**config.mk**
```make
export PLATFORM = sky130hd
export DESIGN_NAME = rmc_caches
export DESIGN_NICKNAME = d
export VERILOG_FILES = /design/src/rmc_pkg.sv /design/src/rmc_caches.sv /design/src/rmc_entry_store.sv
export SDC_FILE = /design/constraint.sdc
export NUM_CORES = 2
export LEC_CHECK = 0
export ABC_AREA = 1
export BUFFER_PORTS_ARGS = -buffer_cell sky130_fd_sc_hd__clkbuf_2
export CAP_MARGIN = 20
export CORE_MARGIN = 4
export CORE_UTILIZATION = 40
export CTS_CLUSTER_SIZE = 12
export DETAILED_ROUTE_END_ITERATION = 8
export PLACE_DENSITY = 0.69
export SLEW_MARGIN = 10
export SYNTH_ARGS = -nofsm -noshare
export SYNTH_HDL_FRONTEND = slang
export SYNTH_SLANG_ARGS = --single-unit
```
**constraint.sdc**
```tcl
create_clock -name pclk -period 19.1 [get_ports pclk]
set_input_delay 1.91 -clock pclk [delete_from_list [all_inputs] [get_ports pclk]]
set_output_delay 1.91 -clock pclk [all_outputs]
set_load 0.01 [all_outputs]
```
**src/rmc_pkg.sv**
```systemverilog
// Shared constants of the context and PASID caches: widths, field layouts,
// register map and invalidation encodings.
// Assumes a single clock domain; nothing here is synthesised on its own.
package rmc_pkg;
  // Key, tag and address widths
  localparam int SID_W = 16;  // Source identifier
  localparam int DOM_W = 16;  // Domain tag
  localparam int PASID_W = 20;  // Process address space id
  localparam int ADDR_W = 52;  // Table base address, 4 KiB aligned
  // Context entry layout, plain part
  localparam int CTX_SLROOT_LSB = 0;  // Second-level table root
  localparam int CTX_TT_LSB = 52;  // Translation type, 2 bits
  localparam int CTX_FPD_BIT = 54;  // Fault processing disable
  localparam int CTX_DOM_LSB = 55;  // Domain tag
  localparam int CTX_AW_LSB = 71;  // Domain address width, 3 bits
  localparam int CTX_EXT_BIT = 74;  // Entry is an extended one
  // Context entry layout, extended part
  localparam int CTX_PTB_LSB = 75;  // PASID table base
  localparam int CTX_PSTB_LSB = 127;  // PASID state table base
  localparam int CTX_PTS_LSB = 179;  // PASID table size, 4 bits
  localparam int CTX_PASIDEN_BIT = 183;  // PASID feature enable
  localparam int CTX_NEST_BIT = 184;  // Nesting enable
  localparam int CTX_PRE_BIT = 185;  // Page request enable
  localparam int CTX_DIE_BIT = 186;  // Deferred invalidate enable
  localparam int CTX_ERE_BIT = 187;  // PASID exec request enable
  localparam int CTX_SECOND_LEVEL_EXEC_ENABLE_BIT = 188;  // Second level exec enable
  localparam int CTX_PGE_BIT = 189;  // Global page enable
  localparam int CTX_NXE_BIT = 190;  // No execute enable
  localparam int CTX_WPE_BIT = 191;  // Write protect enable
  localparam int CTX_SUPERVISOR_EXEC_PREVENTION_BIT = 192;  // Supervisor exec prevention
  localparam int CTX_CD_BIT = 193;  // Cache disable
  localparam int CTX_PAT_BIT = 194;  // Page attribute table use
  localparam int CTX_EXTENDED_MEMTYPE_ENABLE_BIT = 195;  // Extended memtype enable
  localparam int CTX_EMT_LSB = 196;  // Extended memory type, 3 bits
  localparam int CTX_W = 199;  // Whole context payload
  // Plain entries keep only the bits below the extended part
  localparam logic [CTX_W-1:0] CTX_PLAIN_MASK = {{(CTX_W-CTX_PTB_LSB){1'b0}}, {CTX_PTB_LSB{1'b1}}};
  // PASID entry layout
  localparam int PAS_FLROOT_LSB = 0;  // First-level table root
  localparam int PAS_PCD_BIT = 52;  // Page cache disable
  localparam int PAS_PWT_BIT = 53;  // Page write through
  localparam int PAS_SRE_BIT = 54;  // Supervisor request enable
  localparam int PAS_W = 55;  // Whole PASID payload
  // Register map, byte addresses
  localparam int PADDR_W = 12;
  localparam logic [PADDR_W-1:0] REG_CTRL = 12'h000;  // Cache enables, caching mode request
  localparam logic [PADDR_W-1:0] REG_CAP = 12'h004;  // Reported caching mode
  localparam logic [PADDR_W-1:0] REG_CTX_HITS = 12'h008;  // Context hit count
  localparam logic [PADDR_W-1:0] REG_PAS_HITS = 12'h00C;  // PASID hit count
  localparam logic [PADDR_W-1:0] REG_FAULTS = 12'h010;  // Faulting walk count
  localparam int CTRL_CTX_EN_BIT = 0;
  localparam int CTRL_PAS_EN_BIT = 1;
  localparam int CTRL_CM_BIT = 2;
  localparam int CTRL_W = 3;
  localparam logic [CTRL_W-1:0] CTRL_RESET = 3'h3;
  localparam logic [DOM_W-1:0] DOM_RESERVED = 16'h0000;  // Tag for absent context
  localparam logic [PASID_W-1:0] PASID_RESERVED = 20'h0_0000;  // Tag for absent PASID entry
  // Invalidation kinds
  typedef enum logic [2:0] {
    INV_CTX_ALL = 3'h0,
    INV_CTX_SID = 3'h1,
    INV_CTX_DOM = 3'h2,
    INV_PAS_ALL = 3'h3,
    INV_PAS_DOM = 3'h4,
    INV_PAS_PASID = 3'h5
  } rmc_inv_kind_t;
endpackage

```
**src/rmc_caches.sv**
```systemverilog
// Context-cache and PASID-cache with miss walk, fault gating and invalidation.
// Assumes the walker and the translation path share pclk; APB for registers.
//
// The placing of the registers and the APB register port were chosen for this implementation.
`timescale 1ns/1ps
`default_nettype none
module rmc_caches #(
  parameter int CTX_ENTRIES = 4,
  parameter int PAS_ENTRIES = 4,
  parameter bit CM_SUPPORTED = 1'b0
) (
  input wire logic pclk,  // Clock
  input wire logic presetn,  // Async reset, low
  input wire logic psel,  // APB select
  input wire logic penable,  // APB access phase
  input wire logic pwrite,  // APB write
  input wire logic [rmc_pkg::PADDR_W-1:0] paddr,  // APB address
  input wire logic [31:0] pwdata,  // APB write data
  output logic [31:0] prdata,  // APB read data
  output logic pready,  // APB ready
  output logic pslverr,  // APB error, unmapped address
  input wire logic req_valid,  // Translation lookup request
  output logic req_ready,  // Lookup accepted
  input wire logic [rmc_pkg::SID_W-1:0] req_source_id,  // Requester source id
  input wire logic req_with_pasid,  // Request carries a PASID
  input wire logic [rmc_pkg::PASID_W-1:0] req_pasid,  // Request PASID
  output logic rsp_valid,  // Answer pulse
  output logic rsp_fault,  // Answer is a fault
  output logic [rmc_pkg::CTX_W-1:0] rsp_ctx_entry,  // Context payload
  output logic [rmc_pkg::PAS_W-1:0] rsp_pasid_entry,  // PASID payload
  output logic [rmc_pkg::DOM_W-1:0] rsp_domain,  // Tag for downstream caches
  output logic walk_req,  // Table fetch request, held to done
  output logic [rmc_pkg::SID_W-1:0] walk_source_id,  // Fetch source id
  output logic [rmc_pkg::PASID_W-1:0] walk_pasid,  // Fetch PASID
  output logic walk_need_pasid,  // PASID entry is wanted too
  input wire logic walk_done,  // Fetch finished, results valid
  input wire logic [rmc_pkg::CTX_W-1:0] walk_ctx_entry,  // Fetched context
  input wire logic [rmc_pkg::PAS_W-1:0] walk_pasid_entry,  // Fetched PASID entry
  input wire logic walk_mem_err,  // Memory error on a fetch
  input wire logic walk_root_present,  // Root entry present
  input wire logic walk_root_invalid,  // Root entry badly programmed
  input wire logic walk_root_rsvd,  // Root reserved bits nonzero
  input wire logic walk_ctx_present,  // Context entry present
  input wire logic walk_ctx_invalid,  // Context badly programmed
  input wire logic walk_ctx_rsvd,  // Context reserved bits nonzero
  input wire logic walk_nest_ptb_fault,  // PASID table base translation fault
  input wire logic walk_nest_pstb_fault,  // PASID state base translation fault
  input wire logic walk_pasid_present,  // PASID entry present
  input wire logic walk_pasid_invalid,  // PASID entry badly programmed
  input wire logic walk_pasid_rsvd,  // PASID reserved bits nonzero
  input wire logic walk_nest_flroot_fault,  // First-level root translation fault
  input wire logic inv_valid,  // Invalidation request, held to done
  input wire logic [2:0] inv_kind,  // Invalidation selector
  input wire logic [rmc_pkg::SID_W-1:0] inv_source_id,  // Source id to drop
  input wire logic [rmc_pkg::DOM_W-1:0] inv_domain,  // Domain to drop
  input wire logic [rmc_pkg::PASID_W-1:0] inv_pasid,  // PASID to drop
  output logic inv_done  // Invalidation complete pulse
);
  typedef enum logic [4:0] {
    S_IDLE = 5'b00001,
    S_LKC = 5'b00010,
    S_LKP = 5'b00100,
    S_WALK = 5'b01000,
    S_INV = 5'b10000
  } rmc_state_t;

  rmc_state_t state;  // Current state
  rmc_state_t next_state;  // Next state
  logic [rmc_pkg::CTRL_W-1:0] ctrl;  // Control register
  logic [31:0] ctx_hits;  // Context hit counter
  logic [31:0] pas_hits;  // PASID hit counter
  logic [31:0] faults;  // Faulting walk counter
  logic cur_wp;  // Latched with-PASID flag
  logic ctx_missed;  // Context came from the walk
  logic [2:0] cur_kind;  // Latched invalidation kind
  logic [rmc_pkg::SID_W-1:0] cur_isid;  // Latched inval source id
  logic [rmc_pkg::DOM_W-1:0] cur_idom;  // Latched inval domain
  logic [rmc_pkg::PASID_W-1:0] cur_ipasid;  // Latched inval PASID
  logic [rmc_pkg::CTX_W-1:0] cur_ctx;  // Context from a hit
  logic c_hit;  // Context store answer
  logic [rmc_pkg::CTX_W:0] c_data;  // Context payload plus fault bit
  logic p_hit;  // PASID store answer
  logic [rmc_pkg::PAS_W:0] p_data;  // PASID payload plus fault bit

  // APB decode
  wire apb_setup = psel && !penable;
  wire apb_wr = psel && penable && pready && pwrite;
  wire hit_ctrl = paddr == rmc_pkg::REG_CTRL;
  wire hit_cap = paddr == rmc_pkg::REG_CAP;
  wire hit_ch = paddr == rmc_pkg::REG_CTX_HITS;
  wire hit_ph = paddr == rmc_pkg::REG_PAS_HITS;
  wire hit_fl = paddr == rmc_pkg::REG_FAULTS;
  wire mapped = hit_ctrl | hit_cap | hit_ch | hit_ph | hit_fl;
  wire cm = ctrl[rmc_pkg::CTRL_CM_BIT] & CM_SUPPORTED;
  wire ctx_en = ctrl[rmc_pkg::CTRL_CTX_EN_BIT];
  wire pas_en = ctrl[rmc_pkg::CTRL_PAS_EN_BIT];
  wire [31:0] rd_mux = hit_ctrl ? 32'(ctrl) : hit_cap ? 32'(cm) : hit_ch ? ctx_hits :
                       hit_ph ? pas_hits : hit_fl ? faults : 32'h0000_0000;

  // Handshake decode
  wire take_req = (state == S_IDLE) && req_valid && req_ready;
  wire take_inv = (state == S_IDLE) && !req_valid && inv_valid && !inv_done;
  wire c_hit_ok = c_hit && ctx_en;
  wire p_hit_ok = p_hit && pas_en;
  wire [rmc_pkg::DOM_W-1:0] hit_dom = c_data[rmc_pkg::CTX_DOM_LSB +: rmc_pkg::DOM_W];

  // Walk result checks
  wire [rmc_pkg::CTX_W-1:0] w_ctx = walk_ctx_entry[rmc_pkg::CTX_EXT_BIT] ? walk_ctx_entry :
                                    walk_ctx_entry & rmc_pkg::CTX_PLAIN_MASK;
  wire w_nest = w_ctx[rmc_pkg::CTX_NEST_BIT];
  wire w_die = w_ctx[rmc_pkg::CTX_DIE_BIT];
  wire ctx_absent = walk_mem_err | !walk_root_present | !walk_ctx_present;
  wire ctx_fault = ctx_absent | walk_root_invalid | walk_root_rsvd | walk_ctx_invalid |
                   walk_ctx_rsvd | (w_nest & walk_nest_ptb_fault) |
                   (w_nest & w_die & walk_nest_pstb_fault);
  wire pas_absent = ctx_absent | !walk_pasid_present;
  wire pas_fault = ctx_fault | pas_absent | walk_pasid_invalid | walk_pasid_rsvd |
                   (w_nest & walk_nest_flroot_fault);
  wire ctx_cacheable = ctx_en && (!ctx_fault || cm);
  wire pas_cacheable = pas_en && (!pas_fault || cm);
  wire [rmc_pkg::DOM_W-1:0] w_dom = ctx_absent ? rmc_pkg::DOM_RESERVED :
                                    w_ctx[rmc_pkg::CTX_DOM_LSB +: rmc_pkg::DOM_W];
  // Cached copy carries the reserved domain when no present context existed
  wire [rmc_pkg::CTX_W-1:0] w_ctx_tag = ctx_absent ?
       {w_ctx[rmc_pkg::CTX_W-1:rmc_pkg::CTX_DOM_LSB+rmc_pkg::DOM_W], rmc_pkg::DOM_RESERVED,
        w_ctx[rmc_pkg::CTX_DOM_LSB-1:0]} : w_ctx;
  wire [rmc_pkg::DOM_W-1:0] p_fill_dom = pas_absent ? rmc_pkg::DOM_RESERVED : w_dom;
  wire [rmc_pkg::PASID_W-1:0] p_fill_key = pas_absent ? rmc_pkg::PASID_RESERVED : walk_pasid;
  wire walk_end = (state == S_WALK) && walk_done;
  wire c_fill = walk_end && ctx_missed && ctx_cacheable;
  wire p_fill = walk_end && cur_wp && pas_cacheable;

  // Invalidation decode
  wire in_inv = state == S_INV;
  wire c_inv = in_inv && (cur_kind == rmc_pkg::INV_CTX_ALL || cur_kind == rmc_pkg::INV_CTX_SID ||
                          cur_kind == rmc_pkg::INV_CTX_DOM);
  wire p_inv = in_inv && (cur_kind == rmc_pkg::INV_PAS_ALL || cur_kind == rmc_pkg::INV_PAS_DOM ||
                          cur_kind == rmc_pkg::INV_PAS_PASID);
  wire p_inv_key = cur_kind == rmc_pkg::INV_PAS_PASID;
  wire p_inv_dom = p_inv_key || cur_kind == rmc_pkg::INV_PAS_DOM;

  // Context store, keyed by source id only
  rmc_entry_store #(
    .ENTRIES(CTX_ENTRIES),
    .KEY_W(rmc_pkg::SID_W),
    .DOM_W(rmc_pkg::DOM_W),
    .DATA_W(rmc_pkg::CTX_W + 1)
  ) u_ctx_store (
    .clk(pclk),
    .rst_n(presetn),
    .lk_en(take_req),
    .lk_key(req_source_id),
    .lk_dom(rmc_pkg::DOM_RESERVED),
    .lk_use_dom(1'b0),
    .lk_hit(c_hit),
    .lk_data(c_data),
    .fill_en(c_fill),
    .fill_key(walk_source_id),
    .fill_dom(w_dom),
    .fill_data({ctx_fault, w_ctx_tag}),
    .inv_en(c_inv),
    .inv_key(cur_isid),
    .inv_dom(cur_idom),
    .inv_use_key(cur_kind == rmc_pkg::INV_CTX_SID),
    .inv_use_dom(cur_kind == rmc_pkg::INV_CTX_DOM)
  );

  // PASID store, keyed by PASID and context domain
  rmc_entry_store #(
    .ENTRIES(PAS_ENTRIES),
    .KEY_W(rmc_pkg::PASID_W),
    .DOM_W(rmc_pkg::DOM_W),
    .DATA_W(rmc_pkg::PAS_W + 1)
  ) u_pas_store (
    .clk(pclk),
    .rst_n(presetn),
    .lk_en(state == S_LKC && c_hit_ok && cur_wp),
    .lk_key(walk_pasid),
    .lk_dom(hit_dom),
    .lk_use_dom(1'b1),
    .lk_hit(p_hit),
    .lk_data(p_data),
    .fill_en(p_fill),
    .fill_key(p_fill_key),
    .fill_dom(p_fill_dom),
    .fill_data({pas_fault, walk_pasid_entry}),
    .inv_en(p_inv),
    .inv_key(cur_ipasid),
    .inv_dom(cur_idom),
    .inv_use_key(p_inv_key),
    .inv_use_dom(p_inv_dom)
  );

  // Next state
  always_comb begin
    next_state = state;
    unique case (state)
      S_IDLE: begin
        if (take_req) begin
          next_state = S_LKC;
        end else if (take_inv) begin
          next_state = S_INV;
        end
      end
      S_LKC: begin
        if (!c_hit_ok) begin
          next_state = S_WALK;
        end else if (cur_wp) begin
          next_state = S_LKP;
        end else begin
          next_state = S_IDLE;
        end
      end
      S_LKP: next_state = p_hit_ok ? S_IDLE : S_WALK;
      S_WALK: next_state = walk_done ? S_IDLE : S_WALK;
      S_INV: next_state = S_IDLE;
      default: next_state = S_IDLE;
    endcase
  end

  // State and request latches
  always_ff @(posedge pclk or negedge presetn) begin
    if (!presetn) begin
      state <= S_IDLE;
      req_ready <= 1'b1;
      cur_wp <= 1'b0;
      ctx_missed <= 1'b0;
      cur_ctx <= '0;
    end else begin
      state <= next_state;
      req_ready <= next_state == S_IDLE;
      if (take_req) begin
        cur_wp <= req_with_pasid;
      end
      if (state == S_LKC) begin
        ctx_missed <= !c_hit_ok;
        cur_ctx <= c_data[rmc_pkg::CTX_W-1:0];
      end
    end
  end

  // Walk port, held until the walker reports done
  always_ff @(posedge pclk or negedge presetn) begin
    if (!presetn) begin
      walk_req <= 1'b0;
      walk_source_id <= '0;
      walk_pasid <= '0;
      walk_need_pasid <= 1'b0;
    end else begin
      if (take_req) begin
        walk_source_id <= req_source_id;
        walk_pasid <= req_pasid;
        walk_need_pasid <= req_with_pasid;
      end
      walk_req <= next_state == S_WALK;
    end
  end

  // Answer to the translation path
  always_ff @(posedge pclk or negedge presetn) begin
    if (!presetn) begin
      rsp_valid <= 1'b0;
      rsp_fault <= 1'b0;
      rsp_ctx_entry <= '0;
      rsp_pasid_entry <= '0;
      rsp_domain <= '0;
    end else begin
      rsp_valid <= 1'b0;
      if (state == S_LKC && c_hit_ok && !cur_wp) begin
        rsp_valid <= 1'b1;
        rsp_fault <= c_data[rmc_pkg::CTX_W];
        rsp_ctx_entry <= c_data[rmc_pkg::CTX_W-1:0];
        rsp_pasid_entry <= '0;
        rsp_domain <= hit_dom;
      end else if (state == S_LKP && p_hit_ok) begin
        rsp_valid <= 1'b1;
        rsp_fault <= p_data[rmc_pkg::PAS_W];
        rsp_ctx_entry <= cur_ctx;
        rsp_pasid_entry <= p_data[rmc_pkg::PAS_W-1:0];
        rsp_domain <= cur_ctx[rmc_pkg::CTX_DOM_LSB +: rmc_pkg::DOM_W];
      end else if (walk_end) begin
        rsp_valid <= 1'b1;
        rsp_fault <= cur_wp ? pas_fault : ctx_fault;
        rsp_ctx_entry <= w_ctx_tag;
        rsp_pasid_entry <= walk_pasid_entry;
        rsp_domain <= w_dom;
      end
    end
  end

  // Invalidation latches and completion after the stores have dropped matches
  always_ff @(posedge pclk or negedge presetn) begin
    if (!presetn) begin
      cur_kind <= rmc_pkg::INV_CTX_ALL;
      cur_isid <= '0;
      cur_idom <= '0;
      cur_ipasid <= '0;
      inv_done <= 1'b0;
    end else begin
      if (take_inv) begin
        cur_kind <= inv_kind;
        cur_isid <= inv_source_id;
        cur_idom <= inv_domain;
        cur_ipasid <= inv_pasid;
      end
      inv_done <= in_inv;
    end
  end

  // Register file and APB answer
  always_ff @(posedge pclk or negedge presetn) begin
    if (!presetn) begin
      ctrl <= rmc_pkg::CTRL_RESET;
      prdata <= 32'h0000_0000;
      pready <= 1'b0;
      pslverr <= 1'b0;
    end else begin
      pready <= apb_setup;
      if (apb_setup) begin
        prdata <= pwrite ? 32'h0000_0000 : rd_mux;
        pslverr <= !mapped;
      end
      if (apb_wr && hit_ctrl) begin
        ctrl <= pwdata[rmc_pkg::CTRL_W-1:0];
      end
    end
  end

  // Activity counters
  always_ff @(posedge pclk or negedge presetn) begin
    if (!presetn) begin
      ctx_hits <= 32'h0000_0000;
      pas_hits <= 32'h0000_0000;
      faults <= 32'h0000_0000;
    end else begin
      if (state == S_LKC && c_hit_ok) begin
        ctx_hits <= ctx_hits + 32'h0000_0001;
      end
      if (state == S_LKP && p_hit_ok) begin
        pas_hits <= pas_hits + 32'h0000_0001;
      end
      if (walk_end && (cur_wp ? pas_fault : ctx_fault)) begin
        faults <= faults + 32'h0000_0001;
      end
    end
  end
endmodule
`default_nettype wire

```
**src/rmc_entry_store.sv**
```systemverilog
// Small fully associative entry store with key, domain tag and payload.
// Assumes one client at a time: lookup, fill and invalidate never coincide.
`timescale 1ns/1ps
`default_nettype none
module rmc_entry_store #(
  parameter int ENTRIES = 4,
  parameter int KEY_W = 16,
  parameter int DOM_W = 16,
  parameter int DATA_W = 8
) (
  input wire logic clk,  // Clock
  input wire logic rst_n,  // Async reset, low
  input wire logic lk_en,  // Lookup strobe
  input wire logic [KEY_W-1:0] lk_key,  // Lookup key
  input wire logic [DOM_W-1:0] lk_dom,  // Lookup domain
  input wire logic lk_use_dom,  // Domain takes part in match
  output logic lk_hit,  // Hit, cycle after strobe
  output logic [DATA_W-1:0] lk_data,  // Hit payload
  input wire logic fill_en,  // Allocate strobe
  input wire logic [KEY_W-1:0] fill_key,  // New key
  input wire logic [DOM_W-1:0] fill_dom,  // New domain tag
  input wire logic [DATA_W-1:0] fill_data,  // New payload
  input wire logic inv_en,  // Invalidate strobe
  input wire logic [KEY_W-1:0] inv_key,  // Key to drop
  input wire logic [DOM_W-1:0] inv_dom,  // Domain to drop
  input wire logic inv_use_key,  // Match on key
  input wire logic inv_use_dom  // Match on domain
);
  localparam int PTR_W = (ENTRIES > 1) ? $clog2(ENTRIES) : 1;
  logic [ENTRIES-1:0] vld;  // Entry valid
  logic [KEY_W-1:0] key_q [ENTRIES];  // Stored keys
  logic [DOM_W-1:0] dom_q [ENTRIES];  // Stored domains
  logic [DATA_W-1:0] data_q [ENTRIES];  // Stored payloads
  logic [ENTRIES-1:0] lk_match;  // Lookup match vector
  logic [ENTRIES-1:0] inv_match;  // Invalidate match vector
  logic [PTR_W-1:0] rr_ptr;  // Round robin victim
  logic [PTR_W-1:0] victim;  // Chosen slot
  logic [DATA_W-1:0] sel_data;  // Matching payload

  // Per-entry compare
  genvar g;
  generate
    for (g = 0; g < ENTRIES; g++) begin : g_cmp
      assign lk_match[g] = vld[g] && key_q[g] == lk_key && (!lk_use_dom || dom_q[g] == lk_dom);
      assign inv_match[g] = vld[g] && (!inv_use_key || key_q[g] == inv_key) &&
                            (!inv_use_dom || dom_q[g] == inv_dom);
    end
  endgenerate

  // Payload select and victim choice, free slot first
  always_comb begin
    sel_data = '0;
    victim = rr_ptr;
    for (int i = 0; i < ENTRIES; i++) begin
      if (lk_match[i]) begin
        sel_data = sel_data | data_q[i];
      end
    end
    for (int i = ENTRIES - 1; i >= 0; i--) begin
      if (!vld[i]) begin
        victim = PTR_W'(i);
      end
    end
  end

  // Valid bits, pointer and registered lookup answer
  always_ff @(posedge clk or negedge rst_n) begin
    if (!rst_n) begin
      vld <= '0;
      rr_ptr <= '0;
      lk_hit <= 1'b0;
      lk_data <= '0;
    end else begin
      if (inv_en) begin
        vld <= vld & ~inv_match;
      end
      if (fill_en) begin
        vld[victim] <= 1'b1;
        rr_ptr <= PTR_W'(rr_ptr + 1'b1);
      end
      if (lk_en) begin
        lk_hit <= |lk_match;
        lk_data <= sel_data;
      end
    end
  end

  // Entry contents need no reset
  always_ff @(posedge clk) begin
    if (fill_en) begin
      key_q[victim] <= fill_key;
      dom_q[victim] <= fill_dom;
      data_q[victim] <= fill_data;
    end
  end
endmodule
`default_nettype wire

```
[Yosys cells after proc, flatten, opt, wreduce, memory -nomap -nowiden]
Memory sizes are Yosys's and may differ from the RTL's.
Index checks and enable logic that the tools add are counted.
W data, S select, Z words.
Word-level totals
  bits in read-only memories: 0
  input bits: 411
  word-level logic and storage cells: 284
  output and inout bits: 346
  memories kept: 6
  memory bits (writable): 1296
  register bits: 975
  bits in latches: 0
Cells by class
  multiplexer cells: 62
  shifts and indexed selects: 0
  bitwise operators: 33
  $mul: 0
  magnitude comparators: 4
  reduce and logical (&&, ||, !) cells: 97
  div/mod/pow operators: 0
  eq/ne operators: 44
  $add $sub $neg: 5
Memory list
  u_ctx_store.data_q: depth 4, width 200, rd ports 4, clocked after memory_dff 0, write ports 1, line rmc_entry_store.sv:33  | logic [DATA_W-1:0] data_q [ENTRIES];
  u_pas_store.data_q: depth 4, width 56, rd ports 4, clocked after memory_dff 0, write ports 1, line rmc_entry_store.sv:33
  u_pas_store.key_q: depth 4, width 20, rd ports 4, clocked after memory_dff 0, write ports 1, line rmc_entry_store.sv:31  | logic [KEY_W-1:0] key_q [ENTRIES];
  u_ctx_store.dom_q: depth 4, width 16, rd ports 4, clocked after memory_dff 0, write ports 1, line rmc_entry_store.sv:32  | logic [DOM_W-1:0] dom_q [ENTRIES];
  u_ctx_store.key_q: depth 4, width 16, rd ports 4, clocked after memory_dff 0, write ports 1, line rmc_entry_store.sv:31
  u_pas_store.dom_q: depth 4, width 16, rd ports 4, clocked after memory_dff 0, write ports 1, line rmc_entry_store.sv:32
Operators by type and width (number)
  $mux W200: 4
  $mux W199: 4
  $or A200 B200 Y200: 3
  $eq A16 B16 Y1: 20
  $mux W56: 4
  $mux W32: 6
  $or A56 B56 Y56: 3
  $mux W55: 3
  $eq A20 B20 Y1: 8
  $add A32 B1 Y32 const B: 3
  $mux W16: 5
  $mux W71: 1
  $logic_and A1 B1 Y1: 56
  $mux W4: 7
  $eq A12 B4 Y1 const B: 2
  $logic_or A1 B1 Y1: 21
  $mux W20: 1
  $pmux W5 S4: 1
  $or A1 B1 Y1: 17
  $mux W2: 8
  $logic_not A1 Y1: 15
  $mux W1: 13
  $eq A12 B3 Y1 const B: 1
  $eq A12 B5 Y1 const B: 1
  other kinds (22): 38

[Depth between registers and ports, before layout]
  depth after elaboration: 18
  gate-level depth with buffers: 15
  depth with buffers taken out: 12

[Cells and area by module]
Synthesis repeated with hierarchy kept, for this count alone.
Unflattened totals
  cells, all modules: 10215
  area, all modules: 100488.9 µm²
By module, submodules not included
  rmc_entry_store (u_ctx_store): area each 46220.6 µm², instances 1, cells an instance 4026
  rmc_caches: area each 34536.9 µm², instances 1, cells an instance 4297
  rmc_entry_store (u_pas_store): area each 19731.4 µm², instances 1, cells an instance 1892

[Worst setup path after synthesis]
No wires, ideal clock.
  kind: input to register
  start: input walk_ctx_entry[74] in the netlist's numbering
  end: memory u_ctx_store.data_q[3][0] in the netlist's numbering, enable pin
  cell stages on the path: 8
  setup time: 0.796 ns
  arrival: 11.938 ns
  data required time: 18.304 ns
  path slack: 6.366 ns
  path through: buf_2 > nand2_1 > inv_1 > nand3_1 > nand3_1 > nor4_2 > nand2_1 > nor2_1
Between the ends
  word-level cells in the longest chain between the ends: 9
RTL lines
  from (decl): line rmc_caches.sv:37  | input wire logic [rmc_pkg::CTX_W-1:0] walk_ctx_entry,
  $mux W199 (*): line rmc_caches.sv:108  | wire [rmc_pkg::CTX_W-1:0] w_ctx = walk_ctx_entry[rmc_pkg::CTX_EXT_BIT] ? walk_ctx_entry :
  named net u_ctx_store.fill_data[184]: line rmc_entry_store.sv:22  | input wire logic [DATA_W-1:0] fill_data,
  $and A1 B1 Y1, on equally long branches: line rmc_caches.sv:114, rmc_caches.sv:115
  $or A1 B1 Y1 / $and A1 B1 Y1 (equally long branches): line rmc_caches.sv:114, rmc_caches.sv:115
  $or A1 B1 Y1 (*): line rmc_caches.sv:114  | walk_ctx_rsvd | (w_nest & walk_nest_ptb_fault) |
  named net ctx_fault: line rmc_caches.sv:113  | wire ctx_fault = ctx_absent | walk_root_invalid | walk_root_rsvd | walk_ctx_invalid |
  $logic_not A1 Y1 (*): line rmc_caches.sv:119  | wire ctx_cacheable = ctx_en && (!ctx_fault || cm);
  $logic_and A1 B1 Y1 (*): line rmc_caches.sv:119
  $logic_and A1 B1 Y1 (*): line rmc_caches.sv:130  | wire c_fill = walk_end && ctx_missed && ctx_cacheable;
  $mux W1 (*): line rmc_entry_store.sv:90  | if (fill_en) begin
  $mux W1 (not written as such) (*): line rmc_entry_store.sv:93  | data_q[victim] <= fill_data;
  to (decl): line rmc_entry_store.sv:33
The timed path passes the listed nets; every way through them passes the cells marked *.

[Final worst setup path]
  start: input walk_ctx_entry[74] in the netlist's numbering
  end: memory u_ctx_store.data_q[3][160] in the netlist's numbering, enable pin
The elaborated chain is that of the path after synthesis.

==> flow_metrics.env <==
export IMPL_status="complete, no violations"
export IMPL_syn_avg_cell_area_um2=9.98
export IMPL_wirelength_um=328000
export IMPL_stdcell_area_um2=110000
export IMPL_critPathLaunchType="input pin"
export IMPL_min_period_ps=6240
export IMPL_max_cap_viol_count=0
export IMPL_synth_top_area_share_pct=38.4
export IMPL_core_area_um2=239000
export IMPL_wire_per_inst_um=24.3
export IMPL_ctsHtreeMaxLevel=4
export IMPL_cp_data_required_time_ps=19560
export IMPL_die_x_um=499
export IMPL_skew_ps=46.3
export IMPL_tritoncts="done"
export IMPL_die_area_um2=249000
export IMPL_synth_edf_count=1232
export IMPL_vias=76400
export IMPL_pin_count=757
export IMPL_grt_pass1_vias=74700
export IMPL_async_reset_ff_share_pct=43.8
export IMPL_worstMarginPinSlew_ps=1190
export IMPL_synth_common_cells="nand2_1, nor2_1, edfxtp_1, dfrtp_1, nand4_1"
export IMPL_min_period_over_period_pct=32.7
export IMPL_setup_viol=0
export IMPL_cts_buffers=231
export IMPL_post_cts_repair_setup_buffers=0
export IMPL_power_density_nw_per_um2=129
export IMPL_hp_class="flip-flop to flip-flop"
export IMPL_leakagePower_nw=46.2
export IMPL_grt_overflow=0
export IMPL_ys_seq_elements=2191
export IMPL_antenna_found_initial=30
export IMPL_relSlewSlack_pct=20.4
export IMPL_cts_hold_buf=0
export IMPL_synth_cell_types=57
export IMPL_cp_end_kind="flip-flop"
export IMPL_dp_hpwl_um=205000
export IMPL_yosysMostFrequentCell="nand2_1"
export IMPL_clock_sinks=2191
export IMPL_timing_hold_ws_ps=478
export IMPL_syn_to_final_growth_pct=14.0
export IMPL_fp_row_count=179
export IMPL_ctsResizeCount=0
export IMPL_start_util_pct=40.4
export IMPL_place_gp_congestion=0.948
export IMPL_path_cells="buf_4 -> nand2_1 -> inv_1 -> nand3_1 -> nand3_1 -> buf_4 -> nor4_2 -> nand2_1 -> nor2_4 -> buf_4 -> buf_4 -> buf_4"
export IMPL_port_buffers=727
export IMPL_grt_pass1_wl_um=484000
export IMPL_tns_ps=0
export IMPL_vias_per_cell=5.67
export IMPL_clock_path_buffers=3
export IMPL_fin_nets=10500
export IMPL_drive_gt1_share_pct=12.4
export IMPL_grt_max_degree=188
export IMPL_path_clk_slew_ps=60
export IMPL_rsz0062_at_grt="no"
export IMPL_dpl_cell_area_um2=102000
export IMPL_synthCells=9651
export IMPL_ys_top_cells_by_area="edfxtp_1, dfrtp_1, nand2_1"
export IMPL_yosys_most_used_dff="edfxtp_1"
export IMPL_fp_dieH_um=499
export IMPL_synth_area_um2=96400
export IMPL_hold_viol=0
export IMPL_worstSetupPathType="input pin to flip-flop"
export IMPL_cp_common_cell="buf_4"
export IMPL_syn_nets=10100
export IMPL_cpMaxStageDelayCell="buf_4"
export IMPL_firstDrtPassIters=6
export IMPL_max_freq_mhz=160
export IMPL_cp_max_fo=57
export IMPL_vdd_ir_drop_max_mv=0.0832
export IMPL_yosys_warnings=0
export IMPL_route_detailed_drc=0
export IMPL_yosys_area_top_type="edfxtp_1"
export IMPL_ys_seq_area_share_pct=63.3
export IMPL_cp_data_arrival_time_ps=6700
export IMPL_clockRootBuffer="clkbuf_16"
export IMPL_drt_iter0_drc=8994
export IMPL_clock_latency_ps=870
export IMPL_grt_use_total_pct=25.5
export IMPL_max_stage_delay_ps=910
export IMPL_antenna_left=0
export IMPL_report_final_slew_viol_count=0
==> state kept, by name (all words and copies together), names as in the netlist, 64 cells and up <==
register             count
cur_ctx                199
rsp_ctx_entry          199
u_ctx_store.data_q     800
u_ctx_store.key_q       64
u_ctx_store.lk_data    200
u_pas_store.data_q     224
u_pas_store.dom_q       64
u_pas_store.key_q       80
==> cell usage in the layout (no fill, tap or decap), drive strengths merged, types with 2 or more instances in the layout <==
cell type	n
nor2	1349
nor4	17
xor2	153
o221ai	23
o22ai	31
o21ai	475
nand3	654
a21oi	32
o2111ai	4
nand2	2065
o311ai	2
dfrtp	955
mux2	2
bufinv	6
o211ai	141
dfstp	4
diode	20
a22oi	6
clkbuf	1106
o31ai	60
a22o	24
edfxtp	1232
nor3	75
ha	3
a31oi	134
or2	23
xnor2	200
buf	121
nand4	680
clkinv	43
inv	668
==> through the flow <==
step                      utilization (%)  total power, W  cells  worst slack (ps)
after floorplan                         -         0.00834   9651              6370
after global placement               42.8         0.00960  13000             11970
after detailed placement             42.8         0.00971  13000             11940
after CTS                            46.0          0.0142  13500             12860
after global routing                 46.0          0.0148  13500             12640
final                                46.0          0.0141  13500             12860
==> area by class of cell <==
cell class	instances	area, um2
fill	22000	129000
timing repair buffer	846	4620
tap	3167	3960
sequential	2191	61000
clock buffer	381	6840
clock inverter	60	692
multi-input combinational	6161	30100
antenna	20	50.0
inverter	658	2510
==> cell families after synthesis <==
family          Yosys count  synth area share, %
flops                  2191                 63.3
mux                       2               0.0234
simple gates           4867                 22.0
compound gates          936                 5.83
buf+inv                1299                 5.61
fa+ha+maj                 3               0.0390
xor+xnor                353                 3.21
==> routing by layer <==
metal | up-vias | track usage, % | routed length [um] | share of wire, %
li1 | 33800 | - | - | -
met1 | 37700 | 35.4 | 134000 | 41
met4 | 10 | 10.8 | 13500 | 4.1
met5 | - | 0 | 78 | 0.024
met2 | 4211 | 39.8 | 149000 | 46
met3 | 664 | 4.46 | 30700 | 9.4
==> where the power goes <==
part | leakage (nW) | internal, W | switching, W
clock network | 3.67 | 0.00253 | 0.00193
logic | 19.5 | 0.00105 | 0.00184
registers | 23.0 | 0.00586 | 0.000925
total | 46.2 | 0.00944 | 0.00469
==> final timing paths <==
path / from / end / slack [ps] / depth (start not counted)
hold reg to reg: u_ctx_store.lk_data[16] / cur_ctx[16] / 480 / 2
setup reg to reg: state[1] / u_ctx_store.data_q[3][160] / 13840 / 10
max in group asynchronous: presetn / rsp_ctx_entry[119] / 14850 / 4
min in group asynchronous: presetn / faults[21] / 1120 / 1
hold / removal: u_ctx_store.lk_data[16] / cur_ctx[16] / 480 / 2
setup / recovery: walk_ctx_entry[74] / u_ctx_store.data_q[3][160] / 12860 / 12
==> critical path, delay by kind of cell <==
kind	cells	cell delay (ps)
simple gates	6	1530
buf+inv	6	3120
(Power assumes the default switching activity.)
